==> src/rtl/ccg_pkg.sv <==
// Package: constants, register map and carrier types for the coulomb counter control
package ccg_pkg;
  // Register byte offsets on APB
  localparam logic [11:0] CTRL_OFS   = 12'h000;
  localparam logic [11:0] DITH_OFS   = 12'h004;
  localparam logic [11:0] STAT_OFS   = 12'h008;
  localparam logic [11:0] IRQS_OFS   = 12'h00C;
  localparam logic [11:0] IRQM_OFS   = 12'h010;
  localparam logic [11:0] OFFS_OFS   = 12'h014;
  localparam logic [11:0] INTEG_OFS  = 12'h018;
  localparam logic [11:0] CNTR_OFS   = 12'h01C;
  localparam logic [11:0] ACCUM_OFS  = 12'h020;
  // CTRL field positions
  localparam int CTRL_EN_BIT    = 0;
  localparam int CTRL_CAL_BIT   = 1;
  localparam int CTRL_HOLD_BIT  = 2;
  localparam int CTRL_CLR_BIT   = 3;
  localparam int CTRL_PER_LSB   = 4;
  // DITH field positions
  localparam int DITH_SET_BIT   = 0;
  localparam int DITH_RST_BIT   = 1;
  localparam int DITH_STATE_BIT = 2;
  // Interrupt status bits
  localparam int IRQ_CAL_BIT    = 0;
  localparam int IRQ_RES_BIT    = 1;
  localparam int IRQ_W          = 2;
  // Widths
  localparam int RES_W   = 14;
  localparam int OFS_W   = 10;
  localparam int CNT_W   = 24;
  localparam int ACC_W   = 32;
  localparam int CAL_N   = 8;
  // Integration periods in converter clocks (32.768 kHz): 250, 62.5, 15.6, 3.9 ms
  localparam int CONV_HZ = 32768;
  localparam logic [13:0] PER_250MS  = 14'(CONV_HZ / 4);
  localparam logic [13:0] PER_62MS   = 14'(CONV_HZ / 16);
  localparam logic [13:0] PER_15MS   = 14'(CONV_HZ / 64);
  localparam logic [13:0] PER_3MS    = 14'(CONV_HZ / 256);
  localparam logic [1:0]  PER_RESET  = 2'h0;
  localparam logic [31:0] ERR_DATA   = 32'h0000_0000;

  // Result word from the analog integrator
  typedef struct packed {
    logic             valid;
    logic [RES_W-1:0] value;
  } ccg_result_s;

  typedef enum logic [1:0] {CCG_IDLE, CCG_CAL, CCG_RUN} ccg_state_e;
endpackage

==> src/rtl/ccg_top.sv <==
// Coulomb counter digital control with APB register file
//
// The APB slave port and the placing of the registers were left to the implementer.
`timescale 1ns/1ps
module ccg_top
  import ccg_pkg::*;
(
  input  wire logic              mclk,          // 32.768 kHz converter clock
  input  wire logic              rst,           // Synchronous reset, active high
  input  wire logic              psel,          // APB select
  input  wire logic              penable,       // APB enable
  input  wire logic              pwrite,        // APB direction
  input  wire logic [11:0]       paddr,         // APB byte address
  input  wire logic [31:0]       pwdata,        // APB write data
  output logic [31:0]            prdata,        // APB read data
  output logic                   pready,        // APB ready
  output logic                   pslverr,       // APB error
  input  wire logic [RES_W-1:0]  adc_result,    // Integrator result, asynchronous
  output logic                   adc_period_end,// Period end strobe to integrator
  output logic                   adc_enable,    // Integrator enable
  output logic                   adc_short,     // Short converter inputs
  output logic                   dither_state,  // Dither enable to analog
  output logic                   irq            // Level interrupt
);

  // Bus decode
  logic        acc;
  logic        wr;
  logic        mapped;
  assign acc    = psel && penable;
  assign wr     = acc && pwrite;
  assign pready = 1'b1;
  always_comb begin
    unique case (paddr)
      CTRL_OFS, DITH_OFS, STAT_OFS, IRQS_OFS, IRQM_OFS,
      OFFS_OFS, INTEG_OFS, CNTR_OFS, ACCUM_OFS: mapped = 1'b1;
      default:                                  mapped = 1'b0;
    endcase
  end
  assign pslverr = acc && !mapped;

  // Result input passes two flops before use
  logic [RES_W-1:0] res_meta_reg;
  logic [RES_W-1:0] res_sync_reg;
  always_ff @(posedge mclk) begin
    res_meta_reg <= adc_result;
    res_sync_reg <= res_meta_reg;
  end

  // Control register
  logic       enable_reg;
  logic       calibration_enable;
  logic       update_hold;
  logic       result_clear_request;
  logic [1:0] period_sel_reg;
  logic       cal_done;
  always_ff @(posedge mclk) begin
    if (rst) begin
      enable_reg     <= 1'b0;
      update_hold    <= 1'b0;
      period_sel_reg <= PER_RESET;
    end else if (wr && paddr == CTRL_OFS) begin
      enable_reg     <= pwdata[CTRL_EN_BIT];
      update_hold    <= pwdata[CTRL_HOLD_BIT];
      period_sel_reg <= pwdata[CTRL_PER_LSB +: 2];
    end
  end
  AST_DEFPER: assert property (@(posedge mclk)
    $fell(rst) |-> period_sel_reg == PER_RESET)
    else $error("period not at default after reset");

  // Calibration enable: set by software, self-clears when done
  always_ff @(posedge mclk) begin
    if (rst)
      calibration_enable <= 1'b0;
    else if (cal_done)
      calibration_enable <= 1'b0;
    else if (wr && paddr == CTRL_OFS && pwdata[CTRL_CAL_BIT])
      calibration_enable <= 1'b1;
  end

  // Clear request lasts one cycle: registers reset on the next edge
  always_ff @(posedge mclk) begin
    if (rst)
      result_clear_request <= 1'b0;
    else
      result_clear_request <= wr && paddr == CTRL_OFS && pwdata[CTRL_CLR_BIT];
  end
  AST_CLRONE: assert property (@(posedge mclk) disable iff (rst)
    result_clear_request |=> !result_clear_request)
    else $error("clear request did not self-clear");

  // Dither state; clear request is deliberately not involved
  logic dither_reg;
  always_ff @(posedge mclk) begin
    if (rst)
      dither_reg <= 1'b0;
    else if (wr && paddr == DITH_OFS && pwdata[DITH_SET_BIT])
      dither_reg <= 1'b1;
    else if (wr && paddr == DITH_OFS && pwdata[DITH_RST_BIT])
      dither_reg <= 1'b0;
  end
  assign dither_state = dither_reg;
  AST_DITHSET: assert property (@(posedge mclk) disable iff (rst)
    (wr && paddr == DITH_OFS && pwdata[DITH_SET_BIT]) |=> dither_state)
    else $error("dither not enabled");
  AST_DITHRST: assert property (@(posedge mclk) disable iff (rst)
    (wr && paddr == DITH_OFS && !pwdata[DITH_SET_BIT] && pwdata[DITH_RST_BIT]) |=> !dither_state)
    else $error("dither not disabled");

  // Period length selection
  function automatic logic [13:0] period_len(input logic [1:0] sel);
    unique case (sel)
      2'h0: period_len = PER_250MS;
      2'h1: period_len = PER_62MS;
      2'h2: period_len = PER_15MS;
      2'h3: period_len = PER_3MS;
    endcase
  endfunction

  // Free-running period timer; restarts with no gap
  logic [13:0] tick_reg;
  logic        period_end;
  assign period_end = enable_reg && (tick_reg >= period_len(period_sel_reg) - 14'h0001);
  always_ff @(posedge mclk) begin
    if (rst || !enable_reg || period_end)
      tick_reg <= 14'h0000;
    else
      tick_reg <= tick_reg + 14'h0001;
  end
  assign adc_period_end = period_end;
  assign adc_enable     = enable_reg;
  AST_RESTART: assert property (@(posedge mclk) disable iff (rst)
    period_end |=> tick_reg == 14'h0000)
    else $error("next period did not start at once");

  // Sequencer: calibration then normal running
  ccg_state_e  state_reg;
  logic [3:0]  cal_cnt_reg;
  logic signed [RES_W+2:0] cal_sum_reg;
  assign cal_done  = state_reg == CCG_CAL && period_end && cal_cnt_reg == 4'(CAL_N - 1);
  assign adc_short = state_reg == CCG_CAL;
  always_ff @(posedge mclk) begin
    if (rst || !enable_reg) begin
      state_reg <= CCG_IDLE;
    end else begin
      unique case (state_reg)
        CCG_IDLE: state_reg <= calibration_enable ? CCG_CAL : CCG_RUN;
        CCG_CAL:  if (cal_done) state_reg <= CCG_RUN;
        CCG_RUN:  if (calibration_enable) state_reg <= CCG_CAL;
      endcase
    end
  end
  AST_IDLE1: assert property (@(posedge mclk) disable iff (rst)
    (state_reg == CCG_IDLE && enable_reg && !wr) |=> state_reg != CCG_IDLE)
    else $error("sequencer stuck in idle");

  // Calibration averaging over eight results
  always_ff @(posedge mclk) begin
    if (rst || state_reg != CCG_CAL) begin
      cal_cnt_reg <= 4'h0;
      cal_sum_reg <= '0;
    end else if (period_end) begin
      cal_cnt_reg <= cal_cnt_reg + 4'h1;
      cal_sum_reg <= cal_sum_reg + (RES_W+3)'($signed(res_sync_reg));
    end
  end

  // Offset store; clear request zeroes it
  logic [OFS_W-1:0] offset_error_value;
  logic signed [RES_W+2:0] cal_final;
  assign cal_final = cal_sum_reg + (RES_W+3)'($signed(res_sync_reg));
  always_ff @(posedge mclk) begin
    if (rst || result_clear_request)
      offset_error_value <= '0;
    else if (cal_done)
      offset_error_value <= cal_final[OFS_W+2:3];
  end
  AST_OFSCLR: assert property (@(posedge mclk) disable iff (rst)
    result_clear_request |=> offset_error_value == '0)
    else $error("offset not cleared");

  // Result, counter and accumulator; hold discards the period
  logic                    take;
  logic [RES_W-1:0]        last_integration_result;
  logic [CNT_W-1:0]        sample_counter;
  logic [ACC_W-1:0]        charge_accumulator;
  ccg_result_s             res_c;
  assign take  = period_end && state_reg == CCG_RUN && !update_hold;
  assign res_c = '{valid: take, value: res_sync_reg};
  always_ff @(posedge mclk) begin
    if (rst)
      last_integration_result <= '0;
    else if (res_c.valid)
      last_integration_result <= res_c.value;
  end
  always_ff @(posedge mclk) begin
    if (rst || result_clear_request) begin
      sample_counter     <= '0;
      charge_accumulator <= '0;
    end else if (res_c.valid) begin
      sample_counter     <= sample_counter + 24'h000001;
      charge_accumulator <= charge_accumulator + ACC_W'($signed(res_c.value));
    end
  end
  AST_DISCARD: assert property (@(posedge mclk) disable iff (rst)
    (period_end && update_hold && !result_clear_request)
    |=> $stable(last_integration_result) && $stable(charge_accumulator))
    else $error("held period not discarded");
  AST_ACC: assert property (@(posedge mclk) disable iff (rst)
    (take && !result_clear_request)
    |=> charge_accumulator == $past(charge_accumulator) + ACC_W'($signed($past(res_sync_reg))))
    else $error("accumulator not updated");

  // Sticky interrupts, write one to clear, set wins
  logic [IRQ_W-1:0] irq_stat_reg;
  logic [IRQ_W-1:0] irq_mask_reg;
  logic [IRQ_W-1:0] irq_set;
  assign irq_set = {res_c.valid, cal_done};
  always_ff @(posedge mclk) begin
    if (rst)
      irq_stat_reg <= '0;
    else if (wr && paddr == IRQS_OFS)
      irq_stat_reg <= (irq_stat_reg & ~pwdata[IRQ_W-1:0]) | irq_set;
    else
      irq_stat_reg <= irq_stat_reg | irq_set;
  end
  AST_W1C: assert property (@(posedge mclk) disable iff (rst)
    (wr && paddr == IRQS_OFS && pwdata[IRQ_CAL_BIT] && !cal_done) |=> !irq_stat_reg[IRQ_CAL_BIT])
    else $error("calibration status not cleared");
  always_ff @(posedge mclk) begin
    if (rst)
      irq_mask_reg <= '0;
    else if (wr && paddr == IRQM_OFS)
      irq_mask_reg <= pwdata[IRQ_W-1:0];
  end
  assign irq = |(irq_stat_reg & irq_mask_reg);

  // Read mux
  always_comb begin
    prdata = ERR_DATA;
    unique case (paddr)
      CTRL_OFS:  prdata = 32'({period_sel_reg, 1'b0, update_hold,
                               calibration_enable, enable_reg});
      DITH_OFS:  prdata = 32'({dither_reg, 2'b00});
      STAT_OFS:  prdata = 32'(state_reg);
      IRQS_OFS:  prdata = 32'(irq_stat_reg);
      IRQM_OFS:  prdata = 32'(irq_mask_reg);
      OFFS_OFS:  prdata = 32'(offset_error_value);
      INTEG_OFS: prdata = 32'(last_integration_result);
      CNTR_OFS:  prdata = 32'(sample_counter);
      ACCUM_OFS: prdata = charge_accumulator;
      default:   prdata = ERR_DATA;
    endcase
  end

  // Checks
  AST_PERIOD: assert property (@(posedge mclk) disable iff (rst)
    (enable_reg && tick_reg == 14'h0000 && period_sel_reg == 2'h3 && $stable(period_sel_reg))
    |-> ##[1:127] (period_end || period_sel_reg != 2'h3 || !enable_reg))
    else $error("period end missing");
  AST_HOLD: assert property (@(posedge mclk) disable iff (rst)
    (update_hold && !result_clear_request) |=> $stable(sample_counter))
    else $error("counter moved while held");
  AST_CALCLR: assert property (@(posedge mclk) disable iff (rst)
    cal_done |=> !calibration_enable)
    else $error("calibration enable not cleared");
  AST_CALIRQ: assert property (@(posedge mclk) disable iff (rst)
    cal_done |=> irq_stat_reg[IRQ_CAL_BIT])
    else $error("calibration irq missing");
  AST_RUN: assert property (@(posedge mclk) disable iff (rst)
    (cal_done && enable_reg) |=> state_reg == CCG_RUN)
    else $error("no run after calibration");
  AST_CLR: assert property (@(posedge mclk) disable iff (rst)
    result_clear_request |=> sample_counter == '0 && charge_accumulator == '0)
    else $error("clear failed");
  AST_DITH: assert property (@(posedge mclk) disable iff (rst)
    (result_clear_request && !wr) |=> $stable(dither_reg))
    else $error("dither changed by clear");
  AST_CNT: assert property (@(posedge mclk) disable iff (rst)
    (take && !result_clear_request) |=> sample_counter == $past(sample_counter) + 24'h000001)
    else $error("counter not incremented");
  AST_RES: assert property (@(posedge mclk) disable iff (rst)
    take |=> last_integration_result == $past(res_sync_reg))
    else $error("result not stored");
endmodule

==> config.mk <==
export PLATFORM = sky130hd
export DESIGN_NAME = ccg_top
export DESIGN_NICKNAME = d
export VERILOG_FILES = /design/src/rtl/ccg_pkg.sv /design/src/rtl/ccg_top.sv
export SDC_FILE = /design/constraint.sdc
export NUM_CORES = 1
export LEC_CHECK = 0
export ABC_AREA = 1
export BUFFER_PORTS_ARGS = -buffer_cell sky130_fd_sc_hd__buf_2
export CAP_MARGIN = 10
export CORE_MARGIN = 4
export CORE_UTILIZATION = 46
export CTS_BUF_LIST = sky130_fd_sc_hd__clkbuf_4
export DETAILED_ROUTE_END_ITERATION = 7
export PLACE_DENSITY = 0.65
export SKIP_LAST_GASP = 1
export SYNTH_ARGS = -nofsm -noshare
export SYNTH_HDL_FRONTEND = slang
export SYNTH_SLANG_ARGS = --single-unit
export TNS_END_PERCENT = 30
==> constraint.sdc <==
create_clock -name mclk -period 2.6 [get_ports mclk]
set_clock_uncertainty 0.2 [all_clocks]
set_input_delay 0.52 -clock mclk [delete_from_list [all_inputs] [get_ports mclk]]
set_output_delay 0.52 -clock mclk [all_outputs]
set_load 0.02 [all_outputs]
# Yosys cells after proc, flatten, opt, wreduce, memory -nomap -nowiden
# Cells that the tools add are included.
# op_classes
add_sub_neg	6
n_lt_le_gt_ge	1
eq_ne	17
mux	10
n_bitwise	5
n_reduce_logical	31
# ops
operator	count
$pmux W32 S9	1
$pmux W14 S4	1
$eq A12 B5 Y1 const B	4
$add A32 B32 Y32	1
$add A24 B1 Y24 const B	1
$eq A12 B4 Y1 const B	2
$add A17 B14 Y17	1
$logic_and A1 B1 Y1	16
$add A14 B1 Y14 const B	1
$ge A14 B14 Y1	1
$sub A14 B1 Y14 const B	1
$eq A12 B3 Y1 const B	1
$eq A12 B6 Y1 const B	1
$logic_not A12 Y1	1
$reduce_or A9 Y1	1
$mux W2	4
$eq A2 B2 Y1 const B	3
$pmux W2 S3	1
$add A4 B1 Y4 const B	1
$and A2 B2 Y2	2
$eq A2 B1 Y1 const B	2
$eq A4 B3 Y1 const B	1
$logic_not A2 Y1	2
$logic_or A1 B1 Y1	4
9 further kinds	16
# word_totals
regBits	156
output_inout_bits	39
elab_cells	88

# Longest topological paths before layout
# logic_depth
depth_word	9
mapped_depth	15

# Worst setup path after synthesis
# Ideal clock, no wire load.
# synth_path
path_kind	input port to output port
from	input paddr[7]
to	output prdata[17]
t_arrival_ns	1.905
t_required_ns	1.880
slack_ns	-0.025
path_stages	6
path_cell_list	nor2_1 > inv_1 > nor3_2 > nand2_2 > buf_2 > o21ai_0
# synth_between
elab_chain_cells	2
# synth_rtl
item	line	text
from (decl)	ccg_top.sv:13	input wire logic [11:0] paddr,
$eq A12 B6 Y1, or another cell as far along	ccg_top.sv:242	unique case (paddr)
$pmux W32 S9 *	ccg_top.sv:242	
to (decl)	ccg_top.sv:15	output logic [31:0] prdata,
# Mark *: on every way between the ends. The rest lies on a longest branch, timed or not.

# Worst setup path in the final report
# layout_path
from	input paddr[9]
to	output prdata[6]
# Same word-level chain as after synthesis.

==> metrics.yaml <==
area_growth_from_synthesis_to_layout_pct: 20.46
worstPathArrival_ps: 2010
timing.max_cap.violations: 0
power_mw: 4.311
gp_congestion: 0.9245
crit-reg2reg-launch: "period_sel_reg[1]$_SDFFE_PP0P_"
clock_tree.buffer_depth: 2
synth_cell_type_count: 47
post-place-cells: 1737
first_global_vias: 8565
p_clk_frac: 0.384
clkLatencyLatePin_ps: 550
registers.top_by_ff_count: "charge_accumulator"
layout_common_cells: "sky130_fd_sc_hd__nand2_1 (328), sky130_fd_sc_hd__inv_1 (195), sky130_fd_sc_hd__dfxtp_1 (148)"
post_detail_place_hpwl_mm: 19.18
rsz0062_at_grt: "true"
first_pass_grt_wire_length_mm: 42.51
stdcell_count: 1811
clock_tree.root_cell: "sky130_fd_sc_hd__clkbuf_4"
layout_top_registers: "charge_accumulator: 32 flops, sample_counter: 24 flops"
reg2reg_slack_ps: -70
syn_area_sq_um: 9198
overflow: 0
fin_util: 0.5656
postSynthRegisterBits: 152
layout_cells_sized_above_1: 0.1521
irDropWorstVdd_mv: 0.3376
cp.required_ps: 1880
fp.coreArea_sq_um: 19590
most_common_library_cell_in_the_layout_ignoring_fill_and_taps: "sky130_fd_sc_hd__nand2_1"
achievable-frequency_mhz: 366.9
min_clock_period_post_route_ps: 2726
final.period_utilization: 1.048
place_ws_ps: -110.2
worst-slew-pin-transition_ps: 641.3
worst_r2r_path_depth: 17
fillers: 1949
largest_register_ffs: 32
port-buffer-count: 74
endpoint_kind: "output port"
area_of_combinational_cells_with_multiple_inputs_sq_um: 5433
sequential_cell_area_sq_um: 3050
worst_setup_margin_ps: -125.8
comb_power_share: 0.066
worst_path_max_delay_cell: "sky130_fd_sc_hd__o2111ai_1"
route.vias.total: 9204
routed_via_density: 5.082
yosysWarnings: 0
cts_tree: "yes"
slowest_delay_ps: 290
design.final.nets: 1652
cts_htree_levels: 4
finalHoldViolations: 0
slew_headroom: 0.5720
standard_cell_rows: 51
die_height_um: 149.4
dpl_cell_area_sq_um: 10120
power.density_nw_per_um2: 389.1
drt-pass1-iter-count: 5
timing.setup.critical_path_class: "input port to output port"
hold_depth: 3
die_w_um: 149.4
internal_pwr_total_mw: 3.230
synth.avg_cell_area_sq_um: 6.617
numCtsBuffers: 17
reg2reg_capture_point: "period_sel_reg[1]$_SDFFE_PP0P_"
dr.first_iter.drc_count: 509
cellLeakagePower_nw: 5.082
hold_path.startpoint: "pwdata[0]"
floorplan.initialDensity: 0.4695
critical_path.cell_chain: "buf_2 -> nor2_1 -> nand2_2 -> buf_4 -> nor2_4 -> nand2_2 -> buf_12 -> clkbuf_4 -> o2111ai_1 -> buf_4"
share_seq_of_total_power: 0.550
timing_max_transition_violations_final: 0
failed_checks: "negative setup slack"
setup_violations: 11
clk_pin_slew_worst_paths_ps: 130
grt.total_usage: 0.2345
final_cell_area_sq_um: 11080
synth_sequential_area_ratio: 0.3308
final.hold.worst_slack_ps: 89.96
io_pins: 102
fp.dieArea_sq_um: 22320
sw_pwr_mw: 1.081
timing.hold.worst_endpoint: "dither_state$_SDFFE_PP0P_"
timing.critical_path.from_type: "input port"
setup_tns_ps: -700.9
avgRoutedWirePerCell_um: 14.42
grt_max_degree: 45
outcome: "finished, violations left"
synthCells: 1390
min_path_type: "input port to flip-flop"
drt.antenna.violating_nets: 0
critical_path_peak_fanout: 6
total_routed_wirelength_mm: 26.12
power.share.switching: 0.2508
cts_sinks: 152
antenna_found_initial: 1
drc: 0
metal layers:
layer  GRT usage  part of all wire  up-vias
li1            -                 -     4767
met1      0.3330              0.49     4141
met2      0.3733              0.44      264
met3     0.04102             0.057       32
met4     0.05309             0.014        0
met5           0                 0        -
kinds of logic (layout without fill, tap and decap cells):
| group | after synthesis | after routing | synth area share |
|---|---|---|---|
| simple gates | 627 | 627 | 0.2832 |
| buf+inv | 239 | 393 | 0.1049 |
| xor+xnor | 45 | 45 | 0.04285 |
| fa+ha+maj | 57 | 57 | 0.07917 |
| flops | 152 | 152 | 0.3308 |
| compound gates | 269 | 269 | 0.1586 |
| other cells | 1 | 3 | 0.0004077 |
power by group through the flow:
stage	Combinational, mW	Sequential (mW)	Clock, mW
after CTS	0.272	2.37	1.69
after global routing	0.321	2.37	1.80
after detailed placement	0.253	2.42	0
after global placement	0.250	2.42	0
after floorplan	0.157	2.42	0
final	0.285	2.37	1.65
cell type report:
class | instances | area share
timing repair buffer | 156 | 0.1055
multi-input combinational | 1000 | 0.4903
sequential | 152 | 0.2753
inverter | 205 | 0.07036
clock inverter | 14 | 0.01615
clock buffer | 18 | 0.01220
tap | 265 | 0.02993
antenna | 1 | 0.0002259
worst max-delay path by stage:
stage                                         startpoint        endpoint  slack (ps)  depth (start not counted)
after floorplan                                 paddr[7]      prdata[17]         -20                          6
after global placement                          paddr[7]       prdata[7]        -120                         11
after detailed placement                        paddr[7]       prdata[7]        -110                         11
after CTS                 period_sel_reg[1]$_SDFFE_PP0P_  adc_period_end        -100                          9
after global routing      period_sel_reg[1]$_SDFFE_PP0P_  adc_period_end        -190                         11
final                                           paddr[9]       prdata[6]        -130                         10
Yosys cell counts, drive strengths merged:
cell type	instances	area (sq um)
or2	2	12.51
and3	1	6.260
dfxtp	152	3043
nor3	25	135.1
conb	1	3.750
buf	21	143.9
nand3b	2	15.01
nor2	164	635.6
a21o	2	15.01
nor3b	2	15.01
ha	55	688.2
a31oi	2	12.51
o2111ai	6	52.55
clkinv	1	3.750
o21a	4	30.03
nand4	18	112.6
a221oi	1	8.760
a32o	1	10.01
o21bai	7	52.55
xnor2	10	87.58
fa	2	40.04
a211oi	3	22.52
o211ai	4	30.03
o22ai	12	75.07
a21boi	1	7.510
nand2	341	1303
xor2	35	306.5
clkbuf	13	48.80
nand3	72	370.4
o21ai	92	460.4
a21oi	132	664.4
o221ai	1	8.760
inv	204	768.2
a22o	1	8.760
critical path: cells and delay by family:
| family | cells | cell delay (ps) |
|---|---|---|
| compound gates | 1 | 290 |
| buf+inv | 5 | 770 |
| simple gates | 4 | 420 |
timing repair:
| item | CTS | global route |
|---|---|---|
| gates resized for setup | 30 | 48 |
| buffers inserted | 20 | 7 |
| hold buffers | 15 | 0 |
| setup endpoints to repair | 18 | 21 |
| endpoints found under the hold margin | 15 | 0 |
| pin swaps | 10 | 15 |
No activity file was read; power rests on OpenSTA's default activity.
